`config.mk`:
```
export PLATFORM = sky130hd
export DESIGN_NAME = cwc_transceiver_ctrl
export DESIGN_NICKNAME = d
export VERILOG_FILES = /design/src/hdl/cwc_pkg.sv /design/src/hdl/cwc_transceiver_ctrl.sv
export SDC_FILE = /design/constraint.sdc
export NUM_CORES = 1
export LEC_CHECK = 0
export BUFFER_PORTS_ARGS = -buffer_cell sky130_fd_sc_hd__buf_2
export CORE_MARGIN = 4
export CORE_UTILIZATION = 65
export DETAILED_ROUTE_END_ITERATION = 10
export GPL_ROUTABILITY_DRIVEN = 0
export MAX_ROUTING_LAYER = met4
export PLACE_DENSITY_LB_ADDON = 0.1
export SLEW_MARGIN = 0
export SYNTH_ARGS = -nofsm -noshare
export SYNTH_HDL_FRONTEND = slang
export SYNTH_SLANG_ARGS = --single-unit
```
`constraint.sdc`:
```
create_clock -name ref_clk -period 3.9 [get_ports ref_clk]
set_input_delay 1.17 -clock ref_clk [delete_from_list [all_inputs] [get_ports ref_clk]]
set_output_delay 1.17 -clock ref_clk [all_outputs]
set_load 0.02 [all_outputs]
```
`src/hdl/cwc_pkg.sv`:
```
package cwc_pkg;
  // transceiver mode field, two bits; upper bit set means monitored modes
  localparam logic [1:0] MODE_OFF = 2'h0;
  localparam logic [1:0] MODE_WAKE = 2'h1;
  localparam logic [1:0] MODE_NORMAL = 2'h2;
  localparam logic [1:0] MODE_RXONLY = 2'h3;
  localparam int MODE_UV_BIT = 1;

  // host device operating modes
  typedef enum logic [2:0] {
    HOST_NORMAL,
    HOST_STOP,
    HOST_SLEEP,
    HOST_RESTART,
    HOST_FAILSAFE
  } cwc_host_e;

  // bus termination selection
  typedef enum logic [1:0] {
    TERM_FLOAT,
    TERM_HALF,
    TERM_GND,
    TERM_FIXED
  } cwc_term_e;

  // register map, word offsets on the plain port
  localparam logic [3:0] ADDR_MODE = 4'h0;
  localparam logic [3:0] ADDR_STATUS = 4'h1;
  localparam logic [3:0] ADDR_WAKE = 4'h2;
  localparam logic [3:0] ADDR_CONFIG = 4'h3;
  localparam int ST_BUSFAIL = 0;
  localparam int ST_UV = 1;
  localparam int ST_WAKE = 2;
  localparam int WK_BUS = 0;
  localparam int CFG_WDWAKE = 0;
  localparam logic [7:0] RD_ZERO = 8'h00;

  // time constants in ns, cycle counts derived at 100 MHz
  localparam int CLK_NS = 10;
  localparam int T_EN_NS = 8000;
  localparam int T_WAKE_MIN_NS = 500;
  localparam int T_WAKE_MAX_NS = 1800000;
  localparam int T_SILENCE_NS = 600000;
  localparam int T_TXTO_NS = 1000000;
  localparam int T_CLAMP_NS = 2000000;
  localparam int CYC_EN = (T_EN_NS + CLK_NS - 1) / CLK_NS;
  localparam int CYC_WAKE_MIN = (T_WAKE_MIN_NS + CLK_NS - 1) / CLK_NS;
  localparam int CYC_WAKE_MAX = T_WAKE_MAX_NS / CLK_NS;
  localparam int CYC_SILENCE = (T_SILENCE_NS + CLK_NS - 1) / CLK_NS;
  localparam int CYC_TXTO = (T_TXTO_NS + CLK_NS - 1) / CLK_NS;
  localparam int CYC_CLAMP = (T_CLAMP_NS + CLK_NS - 1) / CLK_NS;
  localparam int CNT_W = 20;

  // bus side of the transceiver
  typedef struct packed {
    logic txDominant;
    logic txEnable;
    cwc_term_e term;
  } cwc_bus_s;
endpackage : cwc_pkg

```
`src/hdl/cwc_transceiver_ctrl.sv`:
```
`timescale 1ns/1ps
module cwc_transceiver_ctrl #(
  parameter logic [1:0] MODE_OFF_CODE = cwc_pkg::MODE_OFF,
  parameter logic [1:0] MODE_NORMAL_CODE = cwc_pkg::MODE_NORMAL,
  parameter logic [1:0] MODE_RXONLY_CODE = cwc_pkg::MODE_RXONLY,
  parameter int EN_CYCLES = cwc_pkg::CYC_EN,
  parameter int WAKE_MIN_CYCLES = cwc_pkg::CYC_WAKE_MIN,
  parameter int WAKE_MAX_CYCLES = cwc_pkg::CYC_WAKE_MAX,
  parameter int SILENCE_CYCLES = cwc_pkg::CYC_SILENCE,
  parameter int TXTO_CYCLES = cwc_pkg::CYC_TXTO,
  parameter int CLAMP_CYCLES = cwc_pkg::CYC_CLAMP
) (
  input wire logic ref_clk, // system clock
  input wire logic reset_n, // synchronous reset, active low
  input wire logic [3:0] regAddr, // register address
  input wire logic [7:0] regWdata, // write data
  input wire logic regWrite, // write strobe
  input wire logic regRead, // read strobe
  output logic [7:0] regRdata, // read data, cycle after strobe
  input wire cwc_pkg::cwc_host_e hostMode, // host device mode
  input wire logic watchdogEnabled, // watchdog currently on
  input wire logic tx_data_in, // transmit pin, low is dominant
  input wire logic busDominant, // receiver comparator output
  input wire logic transceiver_supply, // supply above threshold
  output logic rx_data_out, // receive pin
  output logic irq_out_low, // interrupt, active low
  output logic restartReq, // one-cycle request to enter Restart
  output logic watchdogEnableReq, // one-cycle watchdog enable request
  output cwc_pkg::cwc_bus_s busCtrl // driver and termination controls
);
  localparam logic [1:0] MODE_WAKE_CODE = cwc_pkg::MODE_WAKE;
  localparam logic [cwc_pkg::CNT_W-1:0] CNT_ONE = 20'h0_0001;

  // pin inputs pass two flip-flops
  logic txSync1, txSync2, busSync1, busSync2, supSync1, supSync2;
  always_ff @(posedge ref_clk) begin
    txSync1 <= tx_data_in;
    txSync2 <= txSync1;
    busSync1 <= busDominant;
    busSync2 <= busSync1;
    supSync1 <= transceiver_supply;
    supSync2 <= supSync1;
  end
  wire txLow = !txSync2;
  wire busDom = busSync2;
  wire supplyOk = supSync2;

  logic [1:0] mode_reg;
  logic wdWake_reg, busFail_reg, uv_reg, wakeStat_reg, wakeSeen_reg;
  logic irqPend_reg;
  cwc_pkg::cwc_host_e hostPrev_reg;

  // register decode
  wire wrMode = regWrite && regAddr == cwc_pkg::ADDR_MODE;
  wire wrStatus = regWrite && regAddr == cwc_pkg::ADDR_STATUS;
  wire wrWake = regWrite && regAddr == cwc_pkg::ADDR_WAKE;
  wire wrConfig = regWrite && regAddr == cwc_pkg::ADDR_CONFIG;
  wire [1:0] reqMode = regWdata[1:0];
  wire hostNormStop = hostMode == cwc_pkg::HOST_NORMAL ||
                      hostMode == cwc_pkg::HOST_STOP;
  wire hostFailSafe = hostMode == cwc_pkg::HOST_FAILSAFE;
  wire wakeAllowed = hostNormStop || hostMode == cwc_pkg::HOST_SLEEP ||
                     hostMode == cwc_pkg::HOST_RESTART;
  // modes not allowed by the host mode are silently dropped
  wire modeOk = (reqMode == MODE_OFF_CODE) ||
                ((reqMode == MODE_NORMAL_CODE ||
                  reqMode == MODE_RXONLY_CODE) && hostNormStop) ||
                (reqMode == MODE_WAKE_CODE && wakeAllowed);
  wire modeWrite = wrMode && modeOk;
  wire [1:0] modeNext = hostFailSafe ? MODE_WAKE_CODE :
                        modeWrite ? reqMode : mode_reg;
  wire modeChange = modeNext != mode_reg;
  wire isNormal = mode_reg == MODE_NORMAL_CODE;
  wire isRxOnly = mode_reg == MODE_RXONLY_CODE;
  wire isWake = mode_reg == MODE_WAKE_CODE;
  wire uvMonitor = mode_reg[cwc_pkg::MODE_UV_BIT];
  wire uvActive = uvMonitor && !supplyOk;

  // host entering Stop, Sleep or Fail-Safe rearms wake detection
  wire hostEnter = hostMode != hostPrev_reg &&
                   (hostMode == cwc_pkg::HOST_STOP ||
                    hostMode == cwc_pkg::HOST_SLEEP || hostFailSafe);
  wire rearm = modeChange || hostEnter;

  // enable delay and transmit gating
  logic [cwc_pkg::CNT_W-1:0] enCnt_reg, toCnt_reg, clampCnt_reg;
  logic [cwc_pkg::CNT_W-1:0] silCnt_reg, phCnt_reg;
  logic txArmed_reg, toTrip_reg;
  wire enDone = enCnt_reg == '0;
  // a low seen before the delay ends blocks until the pin returns high
  wire txArmedNext = !isNormal ? 1'b0 :
                     (enDone && !txLow) ? 1'b1 : txArmed_reg;
  wire toExpire = isNormal && txLow &&
                  toCnt_reg == TXTO_CYCLES[cwc_pkg::CNT_W-1:0];
  wire toTripNext = toExpire ? 1'b1 : txLow ? toTrip_reg : 1'b0;
  // cut the driver in the very cycle the time-out expires, not one later
  wire driveOk = isNormal && txArmed_reg && !toTrip_reg && !toExpire &&
                 !uvActive;
  wire clampExpire = (isNormal || isRxOnly) && busDom &&
                     clampCnt_reg == CLAMP_CYCLES[cwc_pkg::CNT_W-1:0];

  // wake pattern detector: dom, rec, dom phases within the window
  typedef enum logic [1:0] {WP_IDLE, WP_DOM1, WP_REC, WP_DOM2} cwc_wp_e;
  cwc_wp_e wp_reg, wpNext;
  wire phMin = phCnt_reg >= WAKE_MIN_CYCLES[cwc_pkg::CNT_W-1:0];
  wire phMinX = phCnt_reg > WAKE_MIN_CYCLES[cwc_pkg::CNT_W-1:0];
  wire phMax = phCnt_reg >= WAKE_MAX_CYCLES[cwc_pkg::CNT_W-1:0];
  logic wakeHit;
  always_comb begin
    wpNext = wp_reg;
    wakeHit = 1'b0;
    case (wp_reg)
      WP_IDLE: if (busDom) wpNext = WP_DOM1;
      WP_DOM1: begin
        if (phMax) wpNext = WP_IDLE;
        else if (!busDom) wpNext = phMin ? WP_REC : WP_IDLE;
      end
      WP_REC: begin
        if (phMax) wpNext = WP_IDLE;
        else if (busDom) wpNext = phMinX ? WP_DOM2 : WP_DOM1;
      end
      WP_DOM2: begin
        if (phMax) wpNext = WP_IDLE;
        else if (phMin) begin
          wpNext = WP_IDLE;
          wakeHit = 1'b1;
        end else if (!busDom) wpNext = WP_IDLE;
      end
      default: wpNext = WP_IDLE;
    endcase
  end
  wire wpRun = isWake && !wakeSeen_reg && !rearm;
  wire wakeEvent = wpRun && wakeHit;
  wire phReset = wpNext != wp_reg || wp_reg == WP_IDLE;

  // wake consequences depend on host mode
  wire wakeIrq = wakeEvent && hostNormStop;
  wire wakeRestart = wakeEvent && !hostNormStop;
  wire wdReq = wakeEvent && hostMode == cwc_pkg::HOST_STOP &&
               wdWake_reg && !watchdogEnabled;

  wire wakeSeenNext = rearm ? 1'b0 : wakeEvent ? 1'b1 : wakeSeen_reg;
  // set wins over software clear on every sticky flag
  wire busFailNext = (toExpire || clampExpire) ? 1'b1 :
                     (wrStatus && regWdata[cwc_pkg::ST_BUSFAIL]) ? 1'b0 :
                     busFail_reg;
  wire uvNext = uvActive ? 1'b1 :
                (wrStatus && regWdata[cwc_pkg::ST_UV]) ? 1'b0 : uv_reg;
  wire wakeStatNext = wakeEvent ? 1'b1 :
                      (wrWake && regWdata[cwc_pkg::WK_BUS]) ? 1'b0 :
                      wakeStat_reg;
  wire irqPendNext = wakeIrq ? 1'b1 :
                     (wrWake && regWdata[cwc_pkg::WK_BUS]) ? 1'b0 :
                     irqPend_reg;

  // receive pin
  wire rxNext = (isNormal || isRxOnly) ? !busDom :
                (isWake && (wakeSeen_reg || wakeEvent)) ? 1'b0 :
                1'b1;

  // termination
  logic silDone_reg;
  cwc_pkg::cwc_term_e termNext;
  assign termNext = isNormal ? cwc_pkg::TERM_HALF :
                    isRxOnly ? (uvActive ? cwc_pkg::TERM_FIXED :
                                cwc_pkg::TERM_HALF) :
                    isWake ? (wakeSeen_reg ? cwc_pkg::TERM_FIXED :
                              silDone_reg ? cwc_pkg::TERM_GND :
                              cwc_pkg::TERM_FLOAT) :
                    cwc_pkg::TERM_FLOAT;
  wire silNext = isWake && !modeChange &&
                 (silDone_reg ||
                  silCnt_reg == SILENCE_CYCLES[cwc_pkg::CNT_W-1:0]);

  wire [7:0] statusWord = {5'h0_0, irqPend_reg, uv_reg, busFail_reg};
  wire [7:0] rdMux = regAddr == cwc_pkg::ADDR_MODE ? {6'h00, mode_reg} :
                     regAddr == cwc_pkg::ADDR_STATUS ? statusWord :
                     regAddr == cwc_pkg::ADDR_WAKE ? {7'h00, wakeStat_reg} :
                     regAddr == cwc_pkg::ADDR_CONFIG ? {7'h00, wdWake_reg} :
                     cwc_pkg::RD_ZERO;

  always_ff @(posedge ref_clk) begin
    if (!reset_n) begin
      mode_reg <= MODE_OFF_CODE;
      hostPrev_reg <= cwc_pkg::HOST_NORMAL;
      wdWake_reg <= 1'b0;
      busFail_reg <= 1'b0;
      uv_reg <= 1'b0;
      wakeStat_reg <= 1'b0;
      wakeSeen_reg <= 1'b0;
      irqPend_reg <= 1'b0;
      txArmed_reg <= 1'b0;
      toTrip_reg <= 1'b0;
      silDone_reg <= 1'b0;
      wp_reg <= WP_IDLE;
    end else begin
      mode_reg <= modeNext;
      hostPrev_reg <= hostMode;
      if (wrConfig) wdWake_reg <= regWdata[cwc_pkg::CFG_WDWAKE];
      busFail_reg <= busFailNext;
      uv_reg <= uvNext;
      wakeStat_reg <= wakeStatNext;
      wakeSeen_reg <= wakeSeenNext;
      irqPend_reg <= irqPendNext;
      txArmed_reg <= txArmedNext;
      toTrip_reg <= toTripNext;
      silDone_reg <= silNext;
      wp_reg <= wpRun ? wpNext : WP_IDLE;
    end
  end

  // counters
  always_ff @(posedge ref_clk) begin
    if (!reset_n) begin
      enCnt_reg <= '0;
      toCnt_reg <= '0;
      clampCnt_reg <= '0;
      silCnt_reg <= '0;
      phCnt_reg <= '0;
    end else begin
      if (modeChange) enCnt_reg <= EN_CYCLES[cwc_pkg::CNT_W-1:0];
      else if (!enDone) enCnt_reg <= enCnt_reg - CNT_ONE;
      if (!(isNormal && txLow)) toCnt_reg <= '0;
      else if (!toExpire) toCnt_reg <= toCnt_reg + CNT_ONE;
      if (!((isNormal || isRxOnly) && busDom)) clampCnt_reg <= '0;
      else if (!clampExpire) clampCnt_reg <= clampCnt_reg + CNT_ONE;
      if (!isWake || modeChange) silCnt_reg <= '0;
      else if (!silDone_reg) silCnt_reg <= silCnt_reg + CNT_ONE;
      if (phReset || !wpRun) phCnt_reg <= '0;
      else if (!phMax) phCnt_reg <= phCnt_reg + CNT_ONE;
    end
  end

  // outputs, all registered
  always_ff @(posedge ref_clk) begin
    if (!reset_n) begin
      regRdata <= cwc_pkg::RD_ZERO;
      rx_data_out <= 1'b1;
      irq_out_low <= 1'b1;
      restartReq <= 1'b0;
      watchdogEnableReq <= 1'b0;
      busCtrl <= '{txDominant: 1'b0, txEnable: 1'b0,
                   term: cwc_pkg::TERM_FLOAT};
    end else begin
      regRdata <= regRead ? rdMux : cwc_pkg::RD_ZERO;
      rx_data_out <= rxNext;
      irq_out_low <= !irqPendNext;
      restartReq <= wakeRestart;
      watchdogEnableReq <= wdReq;
      busCtrl.txEnable <= driveOk;
      busCtrl.txDominant <= driveOk && txLow;
      busCtrl.term <= termNext;
    end
  end

  // the clamp filter must be longer than the transmit time-out
  if (CLAMP_CYCLES <= TXTO_CYCLES) begin : g_clamp_check
    $error("clamp filter must exceed transmit time-out");
  end

  property p_off_idle;
    @(posedge ref_clk) disable iff (!reset_n)
      mode_reg == MODE_OFF_CODE |=> !busCtrl.txEnable && rx_data_out;
  endproperty
  a_off_idle: assert property (p_off_idle)
    else $error("off mode not idle");

  property p_mode_gate;
    @(posedge ref_clk) disable iff (!reset_n)
      wrMode && reqMode == MODE_NORMAL_CODE && !hostNormStop && !hostFailSafe
      |=> mode_reg == $past(mode_reg);
  endproperty
  a_mode_gate: assert property (p_mode_gate)
    else $error("normal accepted in wrong host mode");

  property p_tx_follow;
    @(posedge ref_clk) disable iff (!reset_n)
      driveOk |=> busCtrl.txDominant == $past(txLow);
  endproperty
  a_tx_follow: assert property (p_tx_follow)
    else $error("bus does not follow transmit input");

  property p_en_block;
    @(posedge ref_clk) disable iff (!reset_n)
      isNormal && !enDone |=> !busCtrl.txDominant;
  endproperty
  a_en_block: assert property (p_en_block)
    else $error("dominant sent during enable delay");

  property p_rx_only;
    @(posedge ref_clk) disable iff (!reset_n)
      isRxOnly |=> !busCtrl.txEnable && rx_data_out == !$past(busDom);
  endproperty
  a_rx_only: assert property (p_rx_only)
    else $error("receive-only mode wrong");

  property p_wake_rx;
    @(posedge ref_clk) disable iff (!reset_n)
      wakeEvent ##1 isWake |-> !rx_data_out;
  endproperty
  a_wake_rx: assert property (p_wake_rx)
    else $error("receive output not low after wake");

  property p_wake_irq;
    @(posedge ref_clk) disable iff (!reset_n)
      wakeEvent |=> (irq_out_low == !$past(hostNormStop)) && wakeStat_reg;
  endproperty
  a_wake_irq: assert property (p_wake_irq)
    else $error("wake signalling wrong");

  property p_timeout;
    @(posedge ref_clk) disable iff (!reset_n)
      toExpire |=> busFail_reg && !busCtrl.txDominant ##1 !busCtrl.txDominant;
  endproperty
  a_timeout: assert property (p_timeout)
    else $error("time-out did not force recessive");

  property p_gnd_term;
    @(posedge ref_clk) disable iff (!reset_n)
      $rose(isWake) |-> (busCtrl.term != cwc_pkg::TERM_GND) [*2];
  endproperty
  a_gnd_term: assert property (p_gnd_term)
    else $error("ground termination before silence time");

  property p_to_release;
    @(posedge ref_clk) disable iff (!reset_n)
      toTrip_reg && !txLow |=> !toTrip_reg;
  endproperty
  a_to_release: assert property (p_to_release)
    else $error("transmitter not re-enabled after time-out");

  property p_clamp_flag;
    @(posedge ref_clk) disable iff (!reset_n)
      clampExpire |=> busFail_reg;
  endproperty
  a_clamp_flag: assert property (p_clamp_flag)
    else $error("bus clamping not flagged");

  property p_uv_drive;
    @(posedge ref_clk) disable iff (!reset_n)
      uvActive |=> !busCtrl.txEnable && uv_reg;
  endproperty
  a_uv_drive: assert property (p_uv_drive)
    else $error("undervoltage did not stop the driver");

  property p_wake_restart;
    @(posedge ref_clk) disable iff (!reset_n)
      wakeEvent && hostMode == cwc_pkg::HOST_SLEEP |=> restartReq;
  endproperty
  a_wake_restart: assert property (p_wake_restart)
    else $error("wake in sleep gave no restart request");
endmodule : cwc_transceiver_ctrl

```
==> impl_metrics.csv <==
group,metric,value,unit
clocking,post-cts-setup-buffer-count,0,
worst_setup_path,critPathMaxFanout,11,
final_layout,antenna_cells,0,
final_layout,nNetsFinal,759,
sta,fin_ws,1270,ps
sta,hold_viol,0,
yosys,seq_area_frac_synth,43.2,%
place,portBuffers,27,
floorplanning,start_util,66.8,%
global_route,antenna_found_initial,0,
global_route,grtUsageTotal,25.1,%
sta,finalCritPeriodShare,67.4,%
sta,relSlewSlack,44.7,%
yosys,ys.flop_type,"dfxtp_1",
global_route,grt_max_degree,22,
floorplanning,die_w,105,um
route,antenna_left,0,
yosys,synth_edf_count,0,
clocking,tritoncts,"built",
final_layout,most-common-layout-cells,"133 x dfxtp_1, 98 x nor2_1, 40 x xnor2_1",
outcome,run_status,"complete, no violations",
floorplanning,die_height,105,um
power_and_ir_drop,p_leak,0.00225,uW
worst_setup_path,critical_path_required,4350,ps
worst_setup_path,worstSetupStartpointType,"flip-flop",
place,hpwlAfterDp,8630,um
sta,rsz0062_at_grt,"no",
final_layout,syn2layout_area_growth,11.3,%
yosys,avgSynthCellArea,8.75,um2
yosys,yosys_warnings,0,
job,maxCapViolations,0,
sta,setup_viol,0,
route,drt_iter0_drc,303,
place,pre_cts_slack,773,ps
route,drc,0,
clocking,clkSlewWorstSetupHoldPaths,60,ps
clocking,worstSkewPairLatency,520,ps
worst_setup_path,crit_type,"reg -> reg",
clocking,cts-root-buf,"clkbuf_8",
clocking,cts_max_level,4,
yosys,post_synth_num_cell_types,61,
final_layout,mostFrequentLayoutCell,"dfxtp_1",
floorplanning,die_area,0.0111,mm2
global_route,grt.overflow.total,0,
clocking,cts.sinks,133,
clocking,cts_buffers,17,
sta,fmax,380,MHz
power_and_ir_drop,p_per_area,530,mW/mm2
sta,finalClockSkew,7.08,ps
yosys,ys_seq_elements,133,
clocking,clock_path_buffers,2,
floorplanning,coreArea,0.00924,mm2
worst_setup_path,arrival,3070,ps
route,wirelength,12700,um
worst_setup_path,critPathCaptureType,"flip-flop",
sta,min_period,2630,ps
min_path,hold_class,"reg -> reg",
global_route,grt_pass1_vias,4847,
route,drt_pre_antenna_iters,5,
yosys,async_flop_share,0,%
worst_setup_path,r2r_setup_slack,1270,ps
sta,tightest_slew,826,ps
final_layout,drive_above_1_share,11.1,%
floorplanning,io_pins,39,
clocking,ctsResizeCount,0,
clocking,holdBufCountCts,0,
route,avgViaCountPerCell,5.81,
floorplanning,placementRows,35,
sta,maxSlewViolCount,0,
route,routedWlPerCell,14.7,um
yosys,synthCells,705,
sta,timing.setup.tns,0,ps
global_route,grt_first_pass_wirelength,22400,um
yosys,syn_area,0.00617,mm2
power_and_ir_drop,ir_drop,0.647,mV
route,routed-via-count,5051,
## synthesized netlist by cell type (2+ instances only)
master | number | area share [%]
or3b_1 | 2 | 0.28
nor3b_1 | 7 | 0.85
nor3_1 | 37 | 3.0
nor4_2 | 2 | 0.41
nor2b_1 | 3 | 0.30
or3_1 | 16 | 1.6
xor2_1 | 36 | 5.1
nand2b_1 | 4 | 0.41
and3_1 | 6 | 0.61
clkbuf_1 | 17 | 1.0
a31oi_1 | 3 | 0.30
mux2i_1 | 8 | 1.3
a211oi_1 | 2 | 0.24
or4_1 | 4 | 0.49
nor4_1 | 23 | 2.3
xnor2_1 | 40 | 5.7
o211ai_1 | 4 | 0.49
buf_6 | 2 | 0.37
ha_1 | 9 | 1.8
o21ai_1 | 2 | 0.16
nor4bb_1 | 2 | 0.32
nand3_1 | 38 | 3.1
a41oi_1 | 2 | 0.28
and2_1 | 8 | 0.81
dfxtp_1 | 133 | 43
nor3_2 | 10 | 1.6
inv_1 | 25 | 1.5
and4_1 | 8 | 1.1
and3b_1 | 2 | 0.28
buf_4 | 8 | 0.97
o21a_1 | 2 | 0.24
nand4_1 | 24 | 2.4
buf_2 | 5 | 0.41
nor2_1 | 98 | 6.0
a21oi_1 | 23 | 1.9
o21ai_0 | 22 | 1.8
nand2_1 | 36 | 2.2
nor4b_1 | 9 | 1.3
## final timing paths
path	from	end	cells past startpoint
setup / recovery	enCnt_reg[0]	enCnt_reg[3]	7
hold / removal	supSync1	supSync2	0
setup reg to reg	enCnt_reg[0]	enCnt_reg[3]	7
hold reg to reg	supSync1	supSync2	0
## cells by family after synthesis
| kind of cell | after synthesis | synth area share (%) |
|---|---|---|
| fa+ha+maj | 9 | 1.83 |
| flops | 133 | 43.2 |
| simple gates | 348 | 30.9 |
| compound gates | 72 | 7.30 |
| buf+inv | 57 | 4.30 |
| other cells | 1 | 0.0608 |
| mux | 9 | 1.66 |
| xor+xnor | 76 | 10.8 |
## stage by stage
| stage | hold WS [ps] | util [%] | instances | power, uW | area [um2] |
|---|---|---|---|---|---|
| finish | 332 | 74.3 | 869 | 3640 | 6870 |
| CTS | 333 | 74.3 | 869 | 3660 | 6870 |
| global route | 345 | 74.3 | 869 | 3840 | 6870 |
| global placement | 311 | 68.5 | 837 | 2220 | 6330 |
| detailed placement | 316 | 68.5 | 837 | 2240 | 6330 |
| floorplan | 310 | - | 711 | 2140 | 6190 |
## worst max-delay path, stage by stage, from the launching register on
cell and delay (ps):
dfxtp_1 320, inv_1 90, ha_1 170, nor3b_1 590, nand4_1 520, nor2_1 540
o21ai_0 160, a21oi_1 150
## routing by layer
metal | part of all wire, % | up-vias | GRT usage [%]
met4 | 1.4 | 0 | 7.97
li1 | - | 2525 | -
met1 | 46 | 2403 | 31.3
met5 | 0 | - | -
met2 | 49 | 103 | 40.5
met3 | 3.7 | 20 | 5.94
## power breakdown
group,internal (uW),switching (uW)
Sequential,1450,89.2
Combinational,282,403
Clock,800,618
Total,2530,1110
## final cells by class
class | instances | area, um2
fillers | 683 | 2370
clock buffers | 18 | 428
clock inverters | 14 | 105
flip-flops and latches | 133 | 2660
well taps | 129 | 161
multi-input cells | 521 | 3260
repair buffers | 29 | 150
inverters | 25 | 93.8
Note: power is estimated with default switching activity, not from simulation.
